## config.mk

```make
export PLATFORM = sky130hd
export DESIGN_NAME = pci_reset_error_pme_sideband
export DESIGN_NICKNAME = d
export VERILOG_FILES = /design/src/rtl/pci_sideband_pkg.sv /design/src/rtl/pci_reset_error_pme_sideband.sv
export SDC_FILE = /design/constraint.sdc
export NUM_CORES = 1
export LEC_CHECK = 0
export BUFFER_PORTS_ARGS = -buffer_cell sky130_fd_sc_hd__clkbuf_2
export CAP_MARGIN = 25
export CORE_MARGIN = 2
export CORE_UTILIZATION = 38
export DETAILED_ROUTE_END_ITERATION = 12
export PLACE_DENSITY = 0.69
export SLEW_MARGIN = 20
export SYNTH_ARGS = -nofsm -noshare
export SYNTH_HDL_FRONTEND = slang
export SYNTH_SLANG_ARGS = --single-unit
```

## constraint.sdc

```tcl
create_clock -name clk -period 1.6 [get_ports clk]
set_clock_uncertainty 0.05 [all_clocks]
set_input_delay 0.08 -clock clk [delete_from_list [all_inputs] [get_ports clk]]
set_output_delay 0.08 -clock clk [all_outputs]
set_load 0.02 [all_outputs]
```

## src/rtl/pci_sideband_pkg.sv

```systemverilog
package pci_sideband_pkg;
	localparam int CLK_PERIOD_PS = 5000;
	// error output delay after detection, in data clocks
	localparam int PERR_DELAY_CLK = 2;
	localparam logic ACTIVE_LOW = 1'h0;
	localparam logic INACTIVE_HIGH = 1'h1;
	localparam int PORT_COUNT = 2;
	localparam int AD_WIDTH = 32;
	localparam int CBE_WIDTH = 4;

	// bus lines as seen on one rising edge of the bus clock
	typedef struct packed {
		logic [AD_WIDTH-1:0] ad;
		logic [CBE_WIDTH-1:0] cbe;
		logic par;
		logic addrPhase;
		logic dataPhase;
		logic specialCycle;
	} bus_sample_t;

	// pin drivers; open-drain pins drive low while the enable is high
	typedef struct packed {
		logic serrOut;
		logic serrOe;
		logic perrOut;
		logic perrOe;
		logic [PORT_COUNT-1:0] intOut;
		logic [PORT_COUNT-1:0] intOe;
		logic pmeOut;
		logic pmeOe;
	} pin_drive_t;
endpackage

```

## src/rtl/pci_reset_error_pme_sideband.sv

```systemverilog
`timescale 1ns/1ps
`default_nettype none
module pci_reset_error_pme_sideband (
	input wire logic clk,
	input wire logic srst,
	input wire logic busResetN,
	input wire logic powerGoodInput,
	input wire logic m66Enable,
	input wire logic auxPowerPresent,
	input wire pci_sideband_pkg::bus_sample_t busIn,
	input wire logic serrEnable,
	input wire logic perrEnable,
	input wire logic [pci_sideband_pkg::PORT_COUNT-1:0] portIrq,
	input wire logic wakeEvent,
	input wire logic pmeEnableWrite,
	input wire logic pmeEnableValue,
	input wire logic pmeStatusClear,
	input wire logic advancedWakeEnable,
	output pci_sideband_pkg::pin_drive_t pins,
	output logic m66Capable,
	output logic d3ColdWakeAdvert,
	output logic pmeEnable,
	output logic pmeStatus
);
	logic busActive;
	logic rstPrev;
	logic releaseEdge;
	logic stateClr;
	logic pmeClr;
	pci_sideband_pkg::bus_sample_t prevBus;
	logic parityBad;
	logic addrParErr;
	logic dataParErr;
	logic serrFire;
	logic [pci_sideband_pkg::PERR_DELAY_CLK-1:0] perrPipe;
	logic perrHigh;
	logic [pci_sideband_pkg::PORT_COUNT-1:0] intReq;

	function automatic logic evenParityBad(input pci_sideband_pkg::bus_sample_t s, input logic par);
		evenParityBad = ^{s.ad, s.cbe, par};
	endfunction

	assign busActive = busResetN && powerGoodInput;
	assign releaseEdge = busResetN && !rstPrev;
	assign stateClr = srst || !powerGoodInput || !busResetN || releaseEdge;
	assign pmeClr = srst || !powerGoodInput;

	// bus reset tracked as a level, outside bus sampling
	always_ff @(posedge clk) begin
		if (srst) begin
			rstPrev <= 1'h0;
		end else begin
			rstPrev <= busResetN;
		end
	end

	// address/data lines held one clock, parity arrives a clock later
	always_ff @(posedge clk) begin
		if (stateClr) begin
			prevBus <= '0;
		end else begin
			prevBus <= busIn;
		end
	end

	assign parityBad = evenParityBad(prevBus, busIn.par);
	assign addrParErr = busActive && prevBus.addrPhase && parityBad;
	assign dataParErr = busActive && perrEnable && prevBus.dataPhase && !prevBus.specialCycle && parityBad;

	always_ff @(posedge clk) begin
		if (stateClr) begin
			serrFire <= 1'h0;
		end else begin
			serrFire <= addrParErr && serrEnable && !serrFire;
		end
	end

	always_ff @(posedge clk) begin
		if (stateClr) begin
			perrPipe <= '0;
			perrHigh <= 1'h0;
		end else begin
			perrPipe <= {perrPipe[pci_sideband_pkg::PERR_DELAY_CLK-2:0], dataParErr};
			perrHigh <= perrPipe[pci_sideband_pkg::PERR_DELAY_CLK-1];
		end
	end

	always_ff @(posedge clk) begin
		if (stateClr) begin
			intReq <= '0;
		end else begin
			intReq <= portIrq;
		end
	end

	always_ff @(posedge clk) begin
		if (srst) begin
			m66Capable <= 1'h0;
		end else begin
			m66Capable <= m66Enable;
		end
	end

	// wake context: kept across bus reset only with auxiliary power
	always_ff @(posedge clk) begin
		if (pmeClr || (releaseEdge && !auxPowerPresent)) begin
			pmeEnable <= 1'h0;
		end else if (pmeEnableWrite && busActive) begin
			pmeEnable <= pmeEnableValue;
		end
	end

	always_ff @(posedge clk) begin
		if (pmeClr) begin
			pmeStatus <= 1'h0;
		end else if (wakeEvent) begin
			pmeStatus <= 1'h1; // set beats status clear and release clear; power-good clear beats set
		end else if ((releaseEdge && !auxPowerPresent) || (pmeStatusClear && busActive)) begin
			pmeStatus <= 1'h0;
		end
	end

	assign d3ColdWakeAdvert = auxPowerPresent;

	always_comb begin
		pins.serrOut = pci_sideband_pkg::ACTIVE_LOW;
		pins.serrOe = serrFire && busActive;
		pins.perrOut = perrPipe[pci_sideband_pkg::PERR_DELAY_CLK-1] ? pci_sideband_pkg::ACTIVE_LOW
			: pci_sideband_pkg::INACTIVE_HIGH;
		pins.perrOe = (perrPipe[pci_sideband_pkg::PERR_DELAY_CLK-1] || perrHigh) && busActive;
		pins.intOut = '0;
		pins.intOe = intReq & {pci_sideband_pkg::PORT_COUNT{busActive}};
		pins.pmeOut = pci_sideband_pkg::ACTIVE_LOW;
		pins.pmeOe = powerGoodInput && pmeStatus && (pmeEnable || advancedWakeEnable);
	end
endmodule // pci_reset_error_pme_sideband
`default_nettype wire

```

==> summary.md, run 1 <==
| Metric | Value |
|---|---|
| Cell taking the most area after synthesis | dfxtp_1 |
| Tmin final | 1650 ps |
| Yosys reg bits | 49 |
| RD Place Congestion | 0.676 |
| Initial DRC count | 12 |
| Peak VDD IR | 581 uV |
| Top post-synthesis cells by area | dfxtp_1, and2_1, xnor2_1, xor2_1, buf_4 |
| FF-to-FF path depth | 6 |
| Vias in the first global route | 1,295 |
| Largest net degree at the start of global routing | 46 |
| Drt total wl | 3.35 mm |
| Chip height | 72.3 um |
| Final setup fails | 2 |
| Setup crit end kind | flop |
| Worst Hold Depth | 3 |
| Pre-Repair DR Iteration Count | 2 |
| Final antenna-violating net count | 0 |
| Starting Density | 40.2% |
| Pwr Total | 2.38 mW |
| Inserted Diodes | 0 |
| DRC errors left | 0 |
| CP startpoint kind | flop |
| Power per cell area | 860 nW/um2 |
| Worst hold path type | in2reg |
| Clock latency on the worst-skew pair | 300 ps |
| I/O Buffers | 64 |
| Req. time, crit path | 1750 ps |
| Dpl hpwl | 1.97 mm |
| # IOs | 69 |
| Grt met1 use | 14.0% |
| Via count | 1,327 |
| Chip width | 72.3 um |
| Tot GR Track Use | 14.1% |
| TritonCTS clock tree | done |
| Crit path DAT | 1800 ps |
| Postcts setup bufs | 0 |
| Synth-to-Final Area Change | 56.4% |
| Clk pin slew, worst setup/hold paths | 90 ps |
| Dpl ws | -40.4 ps |
| First-pass GRT wire length | 5.53 mm |
| Post-synth cell types | 22 |
| Fill cells | 347 |
| Setup CP Type | reg2reg |
| Layout cell share with drive strength beyond 1 | 29.3% |
| Post-Syn Instances | 161 |
| Top cell type's share of synthesized area | 55.3% |
| Root Buffer | clkbuf_8 |
| Via density | 4.05 |
| Max-cap violations | 0 |
| Outcome | complete, but fails checks |
| Leakage | 1.28 nW |
| Avg Synthesized Cell Area | 11.0 um2 |
| Grt total ovfl | 0 |
| Initial antenna violation count | 0 |
| Cell Area, Synth | 1770 um2 |
| Clock sinks | 49 |
| Tcrit/Tclk final | 103% |
| RSZ-0062 raised after global routing | yes |
| Failing checks | setup timing |
| Pins Over Slew Limit | 0 |
| WL per Instance | 10.2 um |
| WHS | 28.9 ps |
| Die area | 5230 um2 |
| TritonCTS Buffers | 5 |
| Final nets | 330 |
| Synth Warn # | 0 |
| H-Tree Level Count | 2 |
| Final WS setup | -52.6 ps |
| Fmax | 0.605 GHz |
| Hold Vio Cnt, Final | 0 |
| Global routing usage on met3 | 4.31% |
| Critical Path Fanout Max | 2 |
| GRT busiest layer | met2 |
| Core Area | 4410 um2 |
| Max clock buf depth | 2 |
| Site Rows | 24 |
| Grt met2 use | 26.6% |
| Sequential area share after synthesis | 55.3% |
path summary, 6_finish.rpt:
kind	start	endpoint	slack, ps
min	pmeEnableValue	pmeEnable	30
max	prevBus[13]	perrPipe[0]	-50
min reg2reg	perrPipe[0]	perrPipe[1]	390
max reg2reg	prevBus[13]	perrPipe[0]	-50
stage by stage:
step                      util [%]  instance area (um2)  TNS [ps]  cells
final                         62.8                 2770      -104    328
after global routing          62.8                 2770      -266    328
after CTS                     62.1                 2740      -115    328
after detailed placement      48.6                 2140     -79.8    272
after global placement        48.6                 2140     -6.87    272
after floorplan                  -                 1780         0    164
power breakdown:
group          total [mW]  leakage, nW  switching [mW]  internal [mW]
Sequential           1.24        0.398         0.00652           1.23
Combinational       0.275        0.824          0.0929          0.182
Clock               0.869       0.0543           0.402          0.468
critical path: stages, from the launching register on:
cell and delay (ps):
dfxtp_1 320, xor2_1 160, xnor2_1 190, xnor2_1 160, xnor3_1 460, xnor2_2 150, nor2_1 60
logic make-up (layout without fill, tap and decap cells):
group / Yosys count / count (layout) / share of synthesized area [%]
AOI/OAI and AO/OA: 4 / 4 / 1.55
xor gates and xnor gates: 35 / 35 / 18.1
buffers and inverters: 10 / 122 / 3.18
DFF: 49 / 49 / 55.3
muxes: 1 / 1 / 0.565
other: 1 / 4 / 0.212
and+or+nand+nor: 61 / 61 / 21.1
per-layer routing:
| metal | share of wire [%] | wire (um) |
|---|---|---|
| met4 | 2.8 | 93 |
| met1 | 39 | 1310 |
| met3 | 5.7 | 192 |
| met2 | 52 | 1750 |
| met5 | 0 | 0 |
repair_timing:
| action | in CTS | in global routing |
|---|---|---|
| hold buffers | 48 | 0 |
| pin swaps | 4 | 5 |
| resized for setup | 1 | 6 |
| hold endpoints to repair | 47 | 0 |
| setup endpoints to repair | 2 | 2 |
registers in the layout, summed over array words and instances (netlist names):
signal	cells
intReq	2
m66Capable	1
perrHigh	1
perrPipe	2
pmeEnable	1
pmeStatus	1
prevBus	39
rstPrev	1
serrFire	1
cell usage in the layout (no fill, tap or decap):
master	n
conb_1	4
a211oi_1	1
and2_1	44
nand2_1	1
inv_1	1
clkbuf_8	5
dfxtp_2	3
dlygate4sd3_1	48
mux2i_1	1
o211a_1	1
clkinv_4	1
nor2b_1	2
nand3_1	1
and3_1	3
nand2b_1	1
dfxtp_1	46
clkbuf_2	64
nor2_1	6
bufinv_16	1
nand4b_1	2
clkinvlp_4	1
nor3b_4	1
xnor2_1	24
buf_12	1
xnor3_1	1
xor2_1	6
a21oi_1	1
o21ai_0	1
xnor2_2	4
cell usage after synthesis:
master and count:
a211oi_1 1, a21oi_1 1, and2_1 44, and3_1 3, buf_4 5, clkbuf_1 4, conb_1 1, dfxtp_1 49
inv_1 1, mux2i_1 1, nand2_1 1, nand2b_1 1, nand3_1 1, nand4b_1 2, nor2_1 6, nor2b_1 2
nor3b_2 1, o211a_1 1, o21ai_0 1, xnor2_1 28, xnor3_1 1, xor2_1 6
final cells by class:
type / count / area (um2) / area share [%]
clock buffers: 5 / 68.8 / 2.48
repair buffers: 113 / 821 / 29.6
flip-flops and latches: 49 / 985 / 35.5
clock inverters: 3 / 46.3 / 1.67
multi-input cells: 105 / 783 / 28.2
inverters: 1 / 3.75 / 0.135
well taps: 52 / 65.1 / 2.35
Power figures use the tool's default switching activity.
==> run 2, diff against run 1 <==
Settings changed: SETUP_SLACK_MARGIN set to 0.05.
==> run 2 against run 1 <==
Net effect: the flow still finishes with violations (setup timing); clock power down 23%; non-clock buffer count down 1; total power down 8.6%; sequential share of layout area up 0.85 points; critical endpoint unchanged; highest routed layer unchanged.
==> summary.md, run 2 (synthesis results as in run 1) <==
| Metric | Value |
|---|---|
| Worst hold path type | in2reg (unchanged) |
| Failing checks | setup timing (unchanged) |
| Initial antenna violation count | 0 (unchanged) |
| RD Place Congestion | 0.682 (was 0.676) |
| DP Cell Count | 273 (was 272) |
| H-Tree Level Count | 2 (unchanged) |
| Max clock buf depth | 2 (unchanged) |
| Non-Filler Instances | 327 (was 328) |
| Hold Vio Cnt, Final | 0 (unchanged) |
| CP startpoint kind | flop (unchanged) |
| RSZ-0062 raised after global routing | yes (unchanged) |
| Tcrit/Tclk final | 102% (was 103%) |
| Tmin final | 1630 ps (was 1650 ps) |
| Fmax | 0.613 GHz (was 0.605 GHz) |
| Clk pin slew, worst setup/hold paths | 80 ps (was 90 ps) |
| Largest net degree at the start of global routing | 39 (was 46) |
| Drt total wl | 3.26 mm (was 3.35 mm) |
| Dpl ws | -67.3 ps (was -40.4 ps) |
| Max-cap violations | 0 (unchanged) |
| Chip height | 72.3 um (unchanged) |
| Pins Over Slew Limit | 0 (unchanged) |
| Top flop regs | prevBus (39), intReq (2), perrPipe (2) (unchanged) |
| Setup crit end kind | flop (unchanged) |
| Reg with most FFs | prevBus (unchanged) |
| Outcome | complete, but fails checks (unchanged) |
| Via count | 1,339 (was 1,327) |
| Layout cell share with drive strength beyond 1 | 30.5% (was 29.3%) |
| TritonCTS Buffers | 5 (unchanged) |
| Most common cell after layout, fill and taps aside | clkbuf_2 (unchanged) |
| Max reg flops | 39 (unchanged) |
| Final antenna-violating net count | 0 (unchanged) |
| Worst path max stage delay | 450 ps (was 460 ps) |
| Die area | 5230 um2 (unchanged) |
| Final WS setup | -30.2 ps (was -52.6 ps) |
| Grt total ovfl | 0 (unchanged) |
| Via density | 4.09 (was 4.05) |
| Final setup fails | 2 (unchanged) |
| Clock sinks | 49 (unchanged) |
| Chip width | 72.3 um (unchanged) |
| Clock latency on the worst-skew pair | 290 ps (was 300 ps) |
| Synth-to-Final Area Change | 53.5% (was 56.4%) |
| Worst-path cell chain | xnor2_2 -> xnor2_1 -> xnor2_1 -> xnor3_1 -> xnor2_2 -> nor2_1 (was xor2_1 -> xnor2_1 -> xnor2_1 -> xnor3_1 -> xnor2_2 -> nor2_1) |
| First-pass GRT wire length | 5.19 mm (was 5.53 mm) |
| Crit path DAT | 1760 ps (was 1800 ps) |
| Dpl hpwl | 2.01 mm (was 1.97 mm) |
| Postcts setup bufs | 0 (unchanged) |
| TritonCTS clock tree | done (unchanged) |
| DRC errors left | 0 (unchanged) |
| # IOs | 69 (unchanged) |
| Most frequent cells in the layout | clkbuf_2, dlygate4sd3_1, and2_1, dfxtp_1, xnor2_1 (was clkbuf_2, dlygate4sd3_1, dfxtp_1, and2_1, xnor2_1) |
| I/O Buffers | 64 (unchanged) |
| Root Buffer | clkbuf_8 (unchanged) |
| Critical path's slowest cell | xnor3_1 (unchanged) |
| Power per cell area | 800 nW/um2 (was 860 nW/um2) |
| Critical Path Fanout Max | 2 (unchanged) |
| Pwr Total | 2.18 mW (was 2.38 mW) |
| Core Area | 4410 um2 (unchanged) |
| Peak VDD IR | 466 uV (was 581 uV) |
| Req. time, crit path | 1730 ps (was 1750 ps) |
| Fill cells | 365 (was 347) |
| WHS | 0.959 ps (was 28.9 ps) |
| Leakage | 1.25 nW (was 1.28 nW) |
| Pre-Repair DR Iteration Count | 4 (was 2) |
| Tot GR Track Use | 13.1% (was 14.1%) |
| Vias in the first global route | 1,359 (was 1,295) |
| Inserted Diodes | 0 (unchanged) |
| Site Rows | 24 (unchanged) |
| Starting Density | 40.2% (unchanged) |
| Final TNS setup | -60.3 ps (was -104 ps) |
| WL per Instance | 9.98 um (was 10.2 um) |
| Setup CP Type | reg2reg (unchanged) |
| Initial DRC count | 29 (was 12) |
| Final nets | 329 (was 330) |
run 2: cell types whose count changed in the layout (fill, tap and decap cells not counted), sizes merged:
cell / previous run / this run
clkbuf: 69 / 71
dlygate4sd3: 48 / 46
buf: 1 / 2
bufinv: 1 / 0
clkinv: 1 / 0
run 2: power by group:
group | switching, mW | internal, mW
Sequential | 0.00619 | 1.23
Combinational | 0.0912 | 0.178
Clock | 0.360 | 0.309
Total | 0.458 | 1.72
run 2: through the flow:
step	area (um2)	utilization (%)
2_1_floorplan	1790	-
4_1_cts	2690	60.9
3_5_place_dp	2140	48.5
3_3_place_gp	2140	48.5
5_1_grt	2720	61.6
6_report	2720	61.6
run 2: worst max-delay path: cells and delay by family (launching register included):
kind	cells	cell delay [ps]
xor gates and xnor gates	5	1100
DFF	1	330
and+or+nand+nor	1	50
run 2: worst paths after layout:
| kind | from | end | slack, ps | cells after the start |
|---|---|---|---|---|
| worst max-delay path | prevBus[8] | perrPipe[0] | -30 | 6 |
| worst min-delay path | serrEnable | serrFire | 1 | 3 |
| worst max register to register | prevBus[8] | perrPipe[0] | -30 | 6 |
| worst min register to register | perrPipe[0] | perrPipe[1] | 380 | 1 |
run 2: per-layer routing:
metal	up-vias	global-route usage (%)	share of wire, %
met4	0	4.61	1.3
met3	4	4.58	7.7
met5	-	0	0
met1	573	12.1	39
li1	710	-	-
met2	52	25.8	52
run 2: layout make-up:
type	instances	area [um2]	share of cell area, %
timing repair buffer	112	796	29.2
multi-input combinational	105	783	28.8
tap	52	65.1	2.39
sequential	49	990	36.4
clock buffer	7	76.3	2.80
clock inverter	1	7.51	0.276
inverter	1	3.75	0.138
run 2: repair_timing:
| action | in CTS | in global routing |
|---|---|---|
| pin swaps | 5 | 5 |
| hold buffers | 46 | 0 |
| gates resized for setup | 2 | 8 |
| setup endpoints to repair | 2 | 2 |
| endpoints found under the hold margin | 45 | 0 |
